<file path="config.mk">
export PLATFORM = sky130hd
export DESIGN_NAME = mfio_ports
export DESIGN_NICKNAME = d
export VERILOG_FILES = /design/src/mfio_pkg.sv /design/src/mfio_sync.sv /design/src/mfio_ports.sv
export SDC_FILE = /design/constraint.sdc
export NUM_CORES = 1
export LEC_CHECK = 0
export ABC_AREA = 1
export BUFFER_PORTS_ARGS = -buffer_cell sky130_fd_sc_hd__buf_4
export CAP_MARGIN = 10
export CORE_UTILIZATION = 40
export DETAILED_ROUTE_END_ITERATION = 12
export GPL_TIMING_DRIVEN = 0
export SYNTH_ARGS = -nofsm -noshare
export SYNTH_HDL_FRONTEND = slang
export SYNTH_SLANG_ARGS = --single-unit
</file>
<file path="constraint.sdc">
create_clock -name ref_clk_in -period 2.42 [get_ports ref_clk_in]
set_clock_uncertainty 0.15 [all_clocks]
set_input_delay 0.242 -clock ref_clk_in [delete_from_list [all_inputs] [get_ports ref_clk_in]]
set_output_delay 0.242 -clock ref_clk_in [all_outputs]
set_load 0.005 [all_outputs]
</file>
<file path="src/mfio_pkg.sv">
package mfio_pkg;

    // Register indices, byte address = 4 x index
    localparam logic [15:0] MFIO_P4_LATCH_IDX = 16'h0004;
    localparam logic [15:0] MFIO_P6_LATCH_IDX = 16'h0006;
    localparam logic [15:0] MFIO_P4_DRIVE_IDX = 16'h000a;
    localparam logic [15:0] MFIO_P4_PIN_IDX   = 16'h000e;
    localparam logic [15:0] MFIO_P6_DIR_IDX   = 16'h0f9b;
    localparam logic [15:0] MFIO_P6_IE_IDX    = 16'h0f9c;
    localparam logic [15:0] MFIO_P5_LATCH_IDX = 16'h0010;
    localparam logic [15:0] MFIO_P5_PIN_IDX   = 16'h0011;
    localparam logic [15:0] MFIO_BITOP_IDX    = 16'h0012;

    // Bus byte addresses
    localparam logic [15:0] MFIO_P4_LATCH_ADDR = MFIO_P4_LATCH_IDX << 2;
    localparam logic [15:0] MFIO_P6_LATCH_ADDR = MFIO_P6_LATCH_IDX << 2;
    localparam logic [15:0] MFIO_P4_DRIVE_ADDR = MFIO_P4_DRIVE_IDX << 2;
    localparam logic [15:0] MFIO_P4_PIN_ADDR   = MFIO_P4_PIN_IDX << 2;
    localparam logic [15:0] MFIO_P6_DIR_ADDR   = MFIO_P6_DIR_IDX << 2;
    localparam logic [15:0] MFIO_P6_IE_ADDR    = MFIO_P6_IE_IDX << 2;
    localparam logic [15:0] MFIO_P5_LATCH_ADDR = MFIO_P5_LATCH_IDX << 2;
    localparam logic [15:0] MFIO_P5_PIN_ADDR   = MFIO_P5_PIN_IDX << 2;
    localparam logic [15:0] MFIO_BITOP_ADDR    = MFIO_BITOP_IDX << 2;

    // Reset values
    localparam logic [7:0] MFIO_P4_LATCH_RST = 8'hff;
    localparam logic [7:0] MFIO_P4_DRIVE_RST = 8'h00;
    localparam logic [4:0] MFIO_P5_LATCH_RST = 5'h1f;
    localparam logic [7:0] MFIO_P6_LATCH_RST = 8'h00;
    localparam logic [7:0] MFIO_P6_DIR_RST   = 8'h00;
    localparam logic [7:0] MFIO_P6_IE_RST    = 8'hff;

    // Port 4 shared pin positions, and port 6 key wakeup LSB
    localparam int MFIO_SER2_CLK_BIT = 6;
    localparam int MFIO_SER2_DO_BIT  = 5;
    localparam int MFIO_SER2_DI_BIT  = 4;
    localparam int MFIO_UART2_TX_BIT = 2;
    localparam int MFIO_UART2_RX_BIT = 1;
    localparam int MFIO_KEYWAKE_LSB  = 4;

    // Bit-operation register fields
    localparam int MFIO_BITOP_BIT_LSB  = 0;
    localparam int MFIO_BITOP_VAL_BIT  = 3;
    localparam int MFIO_BITOP_PORT_LSB = 4;
    localparam logic [1:0] MFIO_SEL_P4 = 2'h0;
    localparam logic [1:0] MFIO_SEL_P5 = 2'h1;
    localparam logic [1:0] MFIO_SEL_P6 = 2'h2;

    // Bus responses
    localparam logic [1:0] MFIO_RESP_OKAY   = 2'h0;
    localparam logic [1:0] MFIO_RESP_SLVERR = 2'h2;

    typedef enum logic [2:0] {
        MFIO_W_WAIT = 3'b001,
        MFIO_W_DO   = 3'b010,
        MFIO_W_RESP = 3'b100
    } mfio_wstate_t;

    typedef struct packed {
        logic        awvalid;
        logic [15:0] awaddr;
        logic        wvalid;
        logic [31:0] wdata;
        logic [3:0]  wstrb;
        logic        bready;
        logic        arvalid;
        logic [15:0] araddr;
        logic        rready;
    } mfio_axi_req_t;

    typedef struct packed {
        logic        awready;
        logic        wready;
        logic        bvalid;
        logic [1:0]  bresp;
        logic        arready;
        logic        rvalid;
        logic [31:0] rdata;
        logic [1:0]  rresp;
    } mfio_axi_rsp_t;

endpackage

</file>
<file path="src/mfio_sync.sv">
`timescale 1ns/1ns
`default_nettype none

module mfio_sync
    import mfio_pkg::*;
#(
    parameter int WIDTH = 8
) (
    // Clock and reset
    input  wire logic             ref_clk_in,
    input  wire logic             reset_n_in,
    // Data
    input  wire logic [WIDTH-1:0] async_in,
    output logic      [WIDTH-1:0] sync_out
);

    typedef struct packed {
        logic [WIDTH-1:0] first;
        logic [WIDTH-1:0] second;
    } mfio_sync_state_t;

    mfio_sync_state_t state_reg;
    mfio_sync_state_t state_next;

    // Only stage two reads stage one
    always_comb begin
        state_next.first  = async_in;
        state_next.second = state_reg.first;
    end

    always_ff @(posedge ref_clk_in) begin
        if (!reset_n_in) begin
            state_reg <= '0;
        end else begin
            state_reg <= state_next;
        end
    end

    assign sync_out = state_reg.second;

endmodule

`default_nettype wire

</file>
<file path="src/mfio_ports.sv">
`timescale 1ns/1ns
`default_nettype none

module mfio_ports
    import mfio_pkg::*;
(
    // Clock and reset
    input  wire logic          ref_clk_in,
    input  wire logic          reset_n_in,
    // Register bus
    input  wire mfio_axi_req_t axi_req_in,
    output mfio_axi_rsp_t      axi_rsp_out,
    // Port 4 pins
    input  wire logic [7:0]    port4_pin_in,
    output logic      [7:0]    port4_pin_out,
    output logic      [7:0]    port4_pin_oe_out,
    // Port 5 pins
    input  wire logic [4:0]    port5_pin_in,
    output logic      [4:0]    port5_pin_out,
    output logic      [4:0]    port5_pin_oe_out,
    // Port 6 pins
    input  wire logic [7:0]    port6_pin_in,
    output logic      [7:0]    port6_pin_out,
    output logic      [7:0]    port6_pin_oe_out,
    // Serial 2 and UART 2 drives, idle high
    input  wire logic          serial2_clock_drive_in,
    input  wire logic          serial2_data_out_in,
    input  wire logic          uart2_transmit_line_in,
    // Serial 2 and UART 2 receive side
    output logic               serial2_clock_line_out,
    output logic               serial2_data_in_out,
    output logic               uart2_receive_line_out,
    // Bus controller on port 5, 1 releases the line
    input  wire logic [4:0]    i2c_release_in,
    output logic      [4:0]    i2c_line_out,
    // Analog and key wakeup
    output logic      [7:0]    converter_input_select_out,
    output logic      [3:0]    keywake_line_out
);

    typedef struct packed {
        logic [7:0]   p4_latch;
        logic [7:0]   p4_drive;
        logic [4:0]   p5_latch;
        logic [7:0]   p6_latch;
        logic [7:0]   p6_dir;
        logic [7:0]   p6_ie;
        mfio_wstate_t wstate;
        logic         aw_have;
        logic [15:0]  awaddr;
        logic         w_have;
        logic [7:0]   wbyte;
        logic         wlane;
        mfio_axi_rsp_t rsp;
        logic [7:0]   p4_out;
        logic [7:0]   p4_oe;
        logic [4:0]   p5_out;
        logic [4:0]   p5_oe;
        logic [7:0]   p6_out;
        logic [7:0]   p6_oe;
        logic [7:0]   ana_sel;
        logic [3:0]   keywake;
        logic         ser_clk;
        logic         ser_din;
        logic         uart_rx;
        logic [4:0]   i2c_line;
    } mfio_state_t;

    mfio_state_t state_reg;
    mfio_state_t state_next;

    logic [20:0] pins_sync;
    logic [7:0]  p4_sync;
    logic [4:0]  p5_sync;
    logic [7:0]  p6_sync;

    // All pins synced together
    mfio_sync #(
        .WIDTH (21)
    ) u_pin_sync (
        .ref_clk_in (ref_clk_in),
        .reset_n_in (reset_n_in),
        .async_in   ({port6_pin_in, port5_pin_in, port4_pin_in}),
        .sync_out   (pins_sync)
    );

    assign p4_sync = pins_sync[7:0];
    assign p5_sync = pins_sync[12:8];
    assign p6_sync = pins_sync[20:13];

    // Port 6 data read value per bit
    function automatic logic [7:0] p6_read(input logic [7:0] dir,
                                           input logic [7:0] ie,
                                           input logic [7:0] latch,
                                           input logic [7:0] pin);
        p6_read = (dir & latch) | (~dir & ie & pin);
    endfunction

    // Register read; bit 8 flags a miss
    function automatic logic [8:0] reg_read(input logic [15:0] addr,
                                            input mfio_state_t s,
                                            input logic [7:0] p4p,
                                            input logic [4:0] p5p,
                                            input logic [7:0] p6p);
        if (addr == MFIO_P4_LATCH_ADDR) begin
            reg_read = {1'b0, s.p4_latch};
        end else if (addr == MFIO_P4_PIN_ADDR) begin
            reg_read = {1'b0, p4p};
        end else if (addr == MFIO_P4_DRIVE_ADDR) begin
            reg_read = {1'b0, s.p4_drive};
        end else if (addr == MFIO_P5_LATCH_ADDR) begin
            reg_read = {4'h0, s.p5_latch};
        end else if (addr == MFIO_P5_PIN_ADDR) begin
            reg_read = {4'h0, p5p};
        end else if (addr == MFIO_P6_LATCH_ADDR) begin
            reg_read = {1'b0, p6_read(s.p6_dir, s.p6_ie, s.p6_latch, p6p)};
        end else if (addr == MFIO_P6_DIR_ADDR) begin
            reg_read = {1'b0, s.p6_dir};
        end else if (addr == MFIO_P6_IE_ADDR) begin
            reg_read = {1'b0, s.p6_ie};
        end else if (addr == MFIO_BITOP_ADDR) begin
            reg_read = 9'h000;
        end else begin
            reg_read = 9'h100;
        end
    endfunction

    logic [8:0]  rd_word;
    logic [8:0]  bitop_base;
    logic [15:0] bitop_addr;
    logic [7:0]  bitop_val;
    logic [2:0]  bitop_bit;
    logic [1:0]  bitop_port;
    logic        wr_miss;
    logic [7:0]  p4_val;
    logic [4:0]  p5_val;

    // Bit op: read port as software would, change one bit
    always_comb begin
        bitop_bit  = state_reg.wbyte[MFIO_BITOP_BIT_LSB +: 3];
        bitop_port = state_reg.wbyte[MFIO_BITOP_PORT_LSB +: 2];
        if (bitop_port == MFIO_SEL_P4) begin
            bitop_addr = MFIO_P4_LATCH_ADDR;
        end else if (bitop_port == MFIO_SEL_P5) begin
            bitop_addr = MFIO_P5_LATCH_ADDR;
        end else begin
            bitop_addr = MFIO_P6_LATCH_ADDR;
        end
        // Port 6 input bits read pins, or 0 where the input enable is clear, so their latch may change
        bitop_base = reg_read(bitop_addr, state_reg, p4_sync, p5_sync,
                              p6_sync);
        bitop_val  = bitop_base[7:0];
        bitop_val[bitop_bit] = state_reg.wbyte[MFIO_BITOP_VAL_BIT];
    end

    // Registers, bus and pins
    always_comb begin
        state_next = state_reg;
        rd_word    = reg_read(axi_req_in.araddr, state_reg, p4_sync,
                              p5_sync, p6_sync);
        wr_miss    = 1'b0;

        // AW and W taken in either order
        if (axi_req_in.awvalid && state_reg.rsp.awready) begin
            state_next.aw_have = 1'b1;
            state_next.awaddr  = axi_req_in.awaddr;
        end
        if (axi_req_in.wvalid && state_reg.rsp.wready) begin
            state_next.w_have = 1'b1;
            state_next.wbyte  = axi_req_in.wdata[7:0];
            state_next.wlane  = axi_req_in.wstrb[0];
        end

        case (state_reg.wstate)
            MFIO_W_WAIT: begin
                if (state_next.aw_have && state_next.w_have) begin
                    state_next.wstate = MFIO_W_DO;
                end
            end
            MFIO_W_DO: begin
                // Only byte lane 0 holds register data
                if (state_reg.awaddr == MFIO_P4_LATCH_ADDR) begin
                    if (state_reg.wlane) begin
                        state_next.p4_latch = state_reg.wbyte;
                    end
                end else if (state_reg.awaddr == MFIO_P4_DRIVE_ADDR) begin
                    if (state_reg.wlane) begin
                        state_next.p4_drive = state_reg.wbyte;
                    end
                end else if (state_reg.awaddr == MFIO_P5_LATCH_ADDR) begin
                    if (state_reg.wlane) begin
                        state_next.p5_latch = state_reg.wbyte[4:0];
                    end
                end else if (state_reg.awaddr == MFIO_P6_LATCH_ADDR) begin
                    if (state_reg.wlane) begin
                        state_next.p6_latch = state_reg.wbyte;
                    end
                end else if (state_reg.awaddr == MFIO_P6_DIR_ADDR) begin
                    if (state_reg.wlane) begin
                        state_next.p6_dir = state_reg.wbyte;
                    end
                end else if (state_reg.awaddr == MFIO_P6_IE_ADDR) begin
                    if (state_reg.wlane) begin
                        state_next.p6_ie = state_reg.wbyte;
                    end
                end else if (state_reg.awaddr == MFIO_BITOP_ADDR) begin
                    if (state_reg.wlane) begin
                        if (bitop_port == MFIO_SEL_P4) begin
                            state_next.p4_latch = bitop_val;
                        end else if (bitop_port == MFIO_SEL_P5) begin
                            state_next.p5_latch = bitop_val[4:0];
                        end else if (bitop_port == MFIO_SEL_P6) begin
                            state_next.p6_latch = bitop_val;
                        end
                    end
                end else if (state_reg.awaddr == MFIO_P4_PIN_ADDR ||
                             state_reg.awaddr == MFIO_P5_PIN_ADDR) begin
                    wr_miss = 1'b0; // Pin state ignores writes
                end else begin
                    wr_miss = 1'b1;
                end
                state_next.aw_have    = 1'b0;
                state_next.w_have     = 1'b0;
                state_next.rsp.bvalid = 1'b1;
                state_next.rsp.bresp  = wr_miss ? MFIO_RESP_SLVERR
                                                : MFIO_RESP_OKAY;
                state_next.wstate     = MFIO_W_RESP;
            end
            MFIO_W_RESP: begin
                if (axi_req_in.bready) begin
                    state_next.rsp.bvalid = 1'b0;
                    state_next.wstate     = MFIO_W_WAIT;
                end
            end
            default: begin
                state_next.wstate = MFIO_W_WAIT;
            end
        endcase
        state_next.rsp.awready = !state_next.aw_have &&
                                 (state_next.wstate == MFIO_W_WAIT);
        state_next.rsp.wready  = !state_next.w_have &&
                                 (state_next.wstate == MFIO_W_WAIT);

        // Read answers one cycle after address
        if (state_reg.rsp.rvalid && axi_req_in.rready) begin
            state_next.rsp.rvalid = 1'b0;
        end
        if (axi_req_in.arvalid && state_reg.rsp.arready) begin
            state_next.rsp.rvalid = 1'b1;
            state_next.rsp.rdata  = {24'h000000, rd_word[7:0]};
            state_next.rsp.rresp  = rd_word[8] ? MFIO_RESP_SLVERR
                                               : MFIO_RESP_OKAY;
        end
        state_next.rsp.arready = !state_next.rsp.rvalid;

        // Port 4: latch 0 wins over peripherals
        p4_val = state_reg.p4_latch;
        p4_val[MFIO_SER2_CLK_BIT] = state_reg.p4_latch[MFIO_SER2_CLK_BIT]
                                    & serial2_clock_drive_in;
        p4_val[MFIO_SER2_DO_BIT]  = state_reg.p4_latch[MFIO_SER2_DO_BIT]
                                    & serial2_data_out_in;
        p4_val[MFIO_UART2_TX_BIT] = state_reg.p4_latch[MFIO_UART2_TX_BIT]
                                    & uart2_transmit_line_in;
        state_next.p4_out = p4_val;
        // Open-drain drives lows only
        state_next.p4_oe  = state_reg.p4_drive | ~p4_val;

        // Port 5 sinks only, so the bus and the latch wire-and
        p5_val = state_reg.p5_latch & i2c_release_in;
        state_next.p5_out = p5_val;
        state_next.p5_oe  = ~p5_val;

        // Port 6 outputs drive latch, enable ignored
        state_next.p6_out  = state_reg.p6_latch;
        state_next.p6_oe   = state_reg.p6_dir;
        state_next.ana_sel = ~state_reg.p6_dir & ~state_reg.p6_ie;
        state_next.keywake = p6_sync[MFIO_KEYWAKE_LSB +: 4]
                     & ~state_reg.p6_dir[MFIO_KEYWAKE_LSB +: 4];

        // Peripheral receive lines
        state_next.ser_clk  = p4_sync[MFIO_SER2_CLK_BIT];
        state_next.ser_din  = p4_sync[MFIO_SER2_DI_BIT];
        state_next.uart_rx  = p4_sync[MFIO_UART2_RX_BIT];
        state_next.i2c_line = p5_sync;
    end

    // State register
    always_ff @(posedge ref_clk_in) begin
        if (!reset_n_in) begin
            state_reg          <= '0;
            state_reg.p4_latch <= MFIO_P4_LATCH_RST;
            state_reg.p4_drive <= MFIO_P4_DRIVE_RST;
            state_reg.p5_latch <= MFIO_P5_LATCH_RST;
            state_reg.p5_out   <= MFIO_P5_LATCH_RST;
            state_reg.p6_latch <= MFIO_P6_LATCH_RST;
            state_reg.p6_dir   <= MFIO_P6_DIR_RST;
            state_reg.p6_ie    <= MFIO_P6_IE_RST;
            state_reg.wstate   <= MFIO_W_WAIT;
        end else begin
            state_reg <= state_next;
        end
    end

    // Outputs from flops
    assign axi_rsp_out                = state_reg.rsp;
    assign port4_pin_out              = state_reg.p4_out;
    assign port4_pin_oe_out           = state_reg.p4_oe;
    assign port5_pin_out              = state_reg.p5_out;
    assign port5_pin_oe_out           = state_reg.p5_oe;
    assign port6_pin_out              = state_reg.p6_out;
    assign port6_pin_oe_out           = state_reg.p6_oe;
    assign serial2_clock_line_out     = state_reg.ser_clk;
    assign serial2_data_in_out        = state_reg.ser_din;
    assign uart2_receive_line_out     = state_reg.uart_rx;
    assign i2c_line_out               = state_reg.i2c_line;
    assign converter_input_select_out = state_reg.ana_sel;
    assign keywake_line_out           = state_reg.keywake;

endmodule

`default_nettype wire

</file>
==> results of run 1 <==
## per-stage QoR
stage               hold slack [ns]  setup WS (ns)  instances
CTS                          0.0211          0.188       1684
detailed placement            0.248          0.193       1598
finish                       0.0461          0.278       1683
floorplan                     0.185          0.679       1176
global route                 0.0466         0.0115       1683
global placement              0.246          0.187       1598
## critical path: cells and delay by family, from the launching register on
kind | cells | cell delay [ns]
AO/OA/AOI/OAI | 1 | 0.13
AND/OR/NAND/NOR | 6 | 0.92
flip-flops | 1 | 0.31
buffers and inverters | 3 | 0.48
## per-layer routing
metal | track usage [%] | share of wire, %
met4 | 9.07 | 2.6
met2 | 34.8 | 45
met5 | 0 | 0
met3 | 3.92 | 6.2
met1 | 29.4 | 46
## placed cells by master, fill, tap and decap left out, drive strengths merged, types with 46 or more instances in the layout
cell	n
a21oi	65
buf	258
clkbuf	46
dfxtp	194
dlygate4sd3	54
inv	168
nand2	271
nand3	70
nor2	107
o21ai	67
## power breakdown
group / internal, mW / leakage [nW] / total (mW) / switching (mW)
registers: 3.29 / 1.59 / 3.35 / 0.0605
clock network: 1.41 / 0.298 / 2.86 / 1.45
logic: 0.378 / 3.84 / 0.822 / 0.444
total: 5.09 / 5.72 / 7.04 / 1.95
## cell type report
type / instances / area (µm²)
well taps: 270 / 338
plain buffers: 135 / 907
flip-flops and latches: 194 / 3880
repair buffers: 206 / 1680
clock buffers: 17 / 425
clock inverters: 15 / 180
multi-input cells: 687 / 3190
fillers: 1997 / 9290
inverters: 159 / 599
## worst max path at each step
stage / start / end / slack (ns) / cells after the start
global route: state_reg[127] / state_next[32] / 0.01 / 9
global placement: reset_n_in / state_reg[160] / 0.19 / 4
CTS: bitop_bit[0] / state_next[32] / 0.19 / 11
floorplan: state_reg[127] / p4_val[0] / 0.68 / 10
finish: state_reg[127] / p4_val[0] / 0.28 / 10
detailed placement: reset_n_in / state_reg[160] / 0.19 / 4
## cell families (layout without fill, tap and decap cells)
group,count (synthesis),count (layout)
AOI/OAI and AO/OA,155,155
and+or+nand+nor,506,506
DFF,194,194
buffers and inverters,295,532
other,1,26
## what timing repair did
item / CTS / global route
endpoints found under the setup margin: 0 / 2
gates resized for setup: 0 / 2
hold endpoints to repair: 64 / 0
hold buffers: 54 / 0
==> run summary, run 1 <==
Worst reg2reg path endpoint: p4_val[0]
Number of vias per cell: 4.58
Die Y-Extent: 148 µm
Total Power Consumption: 7.04 mW
Count of vias placed by the detailed router: 7706
Total iterations of the first detailed-routing run: 5
Total power per unit cell area: 628 nW/µm²
Critical path capture point type: flip-flop
Xor/xnor cell area share of the yosys netlist: 0%
Main combinational cell family by area after synthesis: simple AND/OR/NAND/NOR gates
Number of hold-slack violations in the final timing report: 0
Worst-case reg-to-reg path depth: 10
Startpoint of the worst-slack reg-to-reg timing path: state_reg[127]
Syn Area/Cell: 7.38 µm²
Main area contributors after synthesis: sky130_fd_sc_hd__dfxtp_1 46%, sky130_fd_sc_hd__nand2_1 12%, sky130_fd_sc_hd__buf_4 9.0%, sky130_fd_sc_hd__inv_1 6.4%, sky130_fd_sc_hd__nor2_1 4.2%
Number of antenna cells inserted: 0
Post-synth top area share: 45.7%
Overall track demand over capacity in global routing: 21.9%
Yosys top cell by area: sky130_fd_sc_hd__dfxtp_1
Netlist area before placement: 8490 µm²
Register bit total from synthesis: 194
Slew @ Worst Pin: 0.702 ns
Remaining design rule violation count: 0
List of most frequent post-synthesis cells: 270 x sky130_fd_sc_hd__nand2_1, 194 x sky130_fd_sc_hd__dfxtp_1, 145 x sky130_fd_sc_hd__inv_1
Complex-gate fraction of the synthesized area: 9.89%
R2r setup slk: 0.28 ns
Max Buffers Root-to-Sink: 2
Slowest CP cell: sky130_fd_sc_hd__dfxtp_1
Post-synthesis instance total: 1151
Final estimated routing congestion in global placement: 0.893
Residual overflow from global routing: 0
Remaining antenna violation count after routing: 0
Total Wirelength: 23.4 mm
Number of nets in the layout: 1504
Share of the core filled with cells: 54.7%
Critical path startpoint category: flip-flop
Number of DRC violations after detailed-routing iteration 0: 579
Leakage power: 5.72 nW
Top fanout value on the critical path: 10
Cells traversed along the worst timing path: nor2_1 > nand4_1 > inv_2 > nand3_2 > inv_4 > o211ai_1 > nor2_4 > inv_2 > nand2_1 > nand3_1
Post-synth cell types: 42
Most repeated library cell on the critical path: sky130_fd_sc_hd__inv_2
Number of enable flip-flop cells after synthesis: 0
Kind of critical path: flip-flop to flip-flop
Total setup violations reported at the end of the flow: 0
Worst Hold Class: input port to flip-flop
CP arrival: 2.29 ns
Start point of the worst min-delay path: axi_req_in[28]
VDD IR max: 536 µV
Headroom to the max-slew limit: 53.2%
Row Count: 52
Number of max-cap violations: 0
Outcome: finished, final reports clean
Number of H-tree branching levels: 4
Area after DPL: 10100 µm²
Chip Width: 148 µm
RSZ-0062 raised after global routing: no
Initial Util: 41.4%
Portion of netlist area occupied by mux cells: 0%
Depth of the worst hold-timing path: 3
CTS tree: yes
Number of CTS-inserted buffers: 17
Max frequency: 467 MHz
Wire length of the first global-routing pass: 36.5 mm
Post-route cell area: 11200 µm²
Max Transition Viols Final: 0
Register clock-pin slew on the reported worst setup and hold paths: 0.08 ns
Share of synthesized cell area in and, or, nand and nor gates: 26.6%
Final cycle utilization of the critical path: 88.5%
Layout cells sized above 1: 23.0%
Async set-or-reset flop fraction in the synthesized netlist: 0%
Pin count of the biggest net entering global routing: 22
Detailed placer's ending HPWL: 17.5 mm
Adder-cell share of the synthesized area: 0%
Post-route minimum period: 2.14 ns
Via count of the first global-routing pass: 7044
Number of buffers added for setup after CTS: 0
Synth Flop Type: sky130_fd_sc_hd__dfxtp_1
Area Growth Syn to Fin: 32.0%
Dominant cell by count in the synthesized netlist: sky130_fd_sc_hd__nand2_1
Buffer cell driving the clock tree root: sky130_fd_sc_hd__clkbuf_16
Biggest cell delay along the critical path: 0.31 ns
Required @ worst endpoint: 2.57 ns
Insertion delay of the later-clocked pin in the worst-skew pair: 0.45 ns
Max FFs per register: 49
Core area: 20500 µm²
Quantity of I/O buffers inserted on ports: 152
Worst hold path endpoint: bitop_port[1]
Setup TNS after final layout: 0 ns
Total die area: 21800 µm²
Antenna violations before repair: 0
I/O pin total: 207
Sequential area share after synthesis: 45.7%
Syn. warnings: 0
Routed wire per std cell: 13.9 µm
Clock net sink count: 194
No activity file was read; power rests on OpenSTA's default activity.
==> run 2, diff against run 1 <==
--- a/config.mk
+++ b/config.mk
@@ -10,2 +10,3 @@
 export CAP_MARGIN = 10
+export CORE_ASPECT_RATIO = 0.8
 export CORE_UTILIZATION = 40
@@ -13,2 +14,3 @@
 export GPL_TIMING_DRIVEN = 0
+export PLACE_DENSITY = 0.6
 export SYNTH_ARGS = -nofsm -noshare
==> constraint.sdc (replaced) <==
create_clock -name ref_clk_in -period 2.42 [get_ports ref_clk_in]
set_clock_uncertainty 0.15 [all_clocks]
set_input_delay 0.121 -clock ref_clk_in [delete_from_list [all_inputs] [get_ports ref_clk_in]]
set_output_delay 0.121 -clock ref_clk_in [all_outputs]
set_load 0.005 [all_outputs]
==> run 2 against run 1 <==
Compared with the run above: critical path depth stayed put; die area hardly changed; clock power is 2% higher; sequential power hardly changed; combinational power is 2% higher; critical path type unchanged; via count is 2.4% higher; design area is 0.56% higher; sequential share of layout area is 0.19 points lower; flip-flop and latch count stayed put; utilization is 0.39 points lower; highest routed layer unchanged; global-route usage is 0.77 points higher.
==> run summary, run 2 (synthesis results as in run 1) <==
RSZ-0062 raised after global routing: no
Remaining design rule violation count: 0 (unchanged)
Met1 usage: 33.3% (+3.9 points)
I/O pin total: 207 (unchanged)
Chip Width: 165 µm (+12%)
Row Count: 47 (-9.6%)
Commonest non-fill, non-tap cell in the layout: sky130_fd_sc_hd__nand2_1
Overall track demand over capacity in global routing: 22.7% (+0.77 points)
Critical Path Source: bitop_port[1]
Clock power frac: 41.0% (+0.4 points)
Pin count of the biggest net entering global routing: 21 (-4.5%)
Pre-CTS setup slack: 0.209 ns (+0.0164 ns)
Max frequency: 442 MHz (-5.3%)
Slowest CP cell: sky130_fd_sc_hd__o21ai_0
Critical path capture point type: flip-flop
Required @ worst endpoint: 2.65 ns (+0.08 ns)
Total Wirelength: 24.2 mm (+3.7%)
Critical path startpoint category: flip-flop
Register clock-pin slew on the reported worst setup and hold paths: 0.08 ns (about the same)
Post-route minimum period: 2.26 ns (+0.119 ns)
Start point of the worst min-delay path: axi_req_in[72]
Number of antenna cells inserted: 0 (unchanged)
Combined buffer and inverter count along the critical path: 1 (-2)
Max Transition Viols Final: 0 (unchanged)
Residual overflow from global routing: 0 (unchanged)
Die Y-Extent: 132 µm (-10%)
Cells traversed along the worst timing path: inv_1 > nand2_1 > o21ai_0 > a21oi_1 > o21ai_0 > nand2_1 > o21ai_0 > nand3b_1 > nand2_1 > nor2_1
CP arrival: 2.49 ns (+0.20 ns)
Area Growth Syn to Fin: 32.7%
Quantity of I/O buffers inserted on ports: 152 (unchanged)
Non-filler cells, final: 1688 (+0.30%)
Global-route met3 utilization: 5.03% (+1.1 points)
Top fanout value on the critical path: 6 (-4)
Via count of the first global-routing pass: 7020 (-0.34%)
Antenna violations before repair: 0 (unchanged)
Kind of cell with the highest combined delay on the critical path: compound AO/OA/AOI/OAI gates
CTS tree: yes
Share of the core filled with cells: 54.3% (-0.39 points)
Number of hold-slack violations in the final timing report: 0 (unchanged)
Buffer cell driving the clock tree root: sky130_fd_sc_hd__clkbuf_16
Minimum setup slack in the final design: 0.159 ns (-0.119 ns)
Number of H-tree branching levels: 4 (unchanged)
Total setup violations reported at the end of the flow: 0 (unchanged)
Worst Hold Class: input port to flip-flop
Number of buffers added for setup after CTS: 0 (unchanged)
Startpoint of the worst-slack reg-to-reg timing path: bitop_port[1]
Routed wire per std cell: 14.4 µm (+3.4%)
Total Power Consumption: 7.11 mW (+1.1%)
Number of DRC violations after detailed-routing iteration 0: 557 (-3.8%)
Number of CTS-inserted buffers: 17 (unchanged)
Final estimated routing congestion in global placement: 0.893 (about the same)
Count of vias placed by the detailed router: 7893 (+2.4%)
Internal Dissipation: 5.18 mW (+1.8%)
Total die area: 21800 µm² (about the same)
Global routing usage on met2: 32.8% (-2.0 points)
Number of max-cap violations: 0 (unchanged)
Remaining antenna violation count after routing: 0 (unchanged)
Share of power burned in registers: 47.3% (-0.4 points)
Kind of critical path: flip-flop to flip-flop
Total iterations of the first detailed-routing run: 5 (unchanged)
Insertion delay of the later-clocked pin in the worst-skew pair: 0.44 ns (about the same)
VDD IR max: 441 µV (-18%)
Layout cells sized above 1: 22.8% (-0.17 points)
Wire length of the first global-routing pass: 37.7 mm (+3.1%)
Most used routing layer: met1
Outcome: finished, final reports clean
Switching share of total power: 27.2% (-0.53 points)
Number of vias per cell: 4.68 (+2.1%)
Final cycle utilization of the critical path: 93.4% (+4.9 points)
Detailed placer's ending HPWL: 17.8 mm (+1.7%)
Initial Util: 40.9% (-0.53 points)
Total placed cells including tap cells: 1597 (-0.063%)
Highest-count cells in the layout ignoring fill and taps: 270 x sky130_fd_sc_hd__nand2_1, 254 x sky130_fd_sc_hd__buf_4, 194 x sky130_fd_sc_hd__dfxtp_1, 145 x sky130_fd_sc_hd__inv_1, 94 x sky130_fd_sc_hd__nor2_1
Biggest cell delay along the critical path: 0.49 ns (+0.18 ns)
Headroom to the max-slew limit: 50.4% (-2.8 points)
Clock net sink count: 194 (unchanged)
Core area: 20800 µm² (+1.3%)
Number of nets in the layout: 1510 (+0.40%)
Total power per unit cell area: 631 nW/µm² (+0.50%)
Power spent charging and discharging nets: 1.93 mW (-0.89%)
Max FFs per register: 49 (unchanged)
Setup TNS after final layout: 0 ns (unchanged)
Combinational share of power: 11.8% (about the same)
Slew @ Worst Pin: 0.743 ns (+0.0414 ns)
Max Buffers Root-to-Sink: 2 (unchanged)
Leakage power: 5.74 nW (+0.44%)
==> run 2: timing repair <==
action,CTS,global route
endpoints found under the hold margin,73,0
setup endpoints to repair,0,3
hold buffers,60,0
resized for setup,0,0
==> run 2: power groups by stage <==
stage	clock, mW	combinational [mW]	sequential [mW]
after global routing	3.09	0.930	3.37
after floorplan	0	0.467	3.41
after detailed placement	0	0.753	3.43
final	2.91	0.836	3.36
after global placement	0	0.748	3.43
after CTS	2.95	0.834	3.35
==> run 2: layout make-up <==
| cell class | instances | area (µm²) |
|---|---|---|
| Buffer | 135 | 906 |
| Clock buffer | 17 | 425 |
| Clock inverter | 15 | 185 |
| Fill cell | 2025 | 9490 |
| Inverter | 159 | 599 |
| Multi-Input combinational cell | 687 | 3190 |
| Sequential cell | 194 | 3880 |
| Tap cell | 269 | 337 |
| Timing Repair Buffer | 212 | 1740 |
==> run 2: per-stage QoR <==
stage          area [µm²]  hold WS [ns]
4_1_cts             11300        0.0441
5_1_grt             11300         0.137
2_1_floorplan        8580        0.0645
6_report            11300        0.0529
3_3_place_gp        10100         0.153
3_5_place_dp        10100         0.153
==> run 2: worst paths after layout <==
| check | to | slack, ns | depth (start not counted) |
|---|---|---|---|
| setup / recovery | state_next[28] | 0.16 | 10 |
| hold reg to reg | u_pin_sync.sync_out[9] | 0.26 | 2 |
| hold / removal | state_reg[129] | 0.05 | 5 |
| setup reg to reg | state_next[28] | 0.16 | 10 |
==> run 2: worst register-to-register path: stages, from the launching register on <==
cell and delay (ns):
sky130_fd_sc_hd__dfxtp_1 0.38, sky130_fd_sc_hd__inv_1 0.24, sky130_fd_sc_hd__nand2_1 0.22, sky130_fd_sc_hd__o21ai_0 0.19
sky130_fd_sc_hd__a21oi_1 0.08, sky130_fd_sc_hd__o21ai_0 0.49, sky130_fd_sc_hd__nand2_1 0.10, sky130_fd_sc_hd__o21ai_0 0.09
sky130_fd_sc_hd__nand3b_1 0.13, sky130_fd_sc_hd__nand2_1 0.06, sky130_fd_sc_hd__nor2_1 0.08
==> run 2: layer usage <==
layer	up-vias	wire length (µm)
met1	3556	11700
met2	271	10100
met3	44	1880
met5	-	0
met4	0	508
li1	4022	-
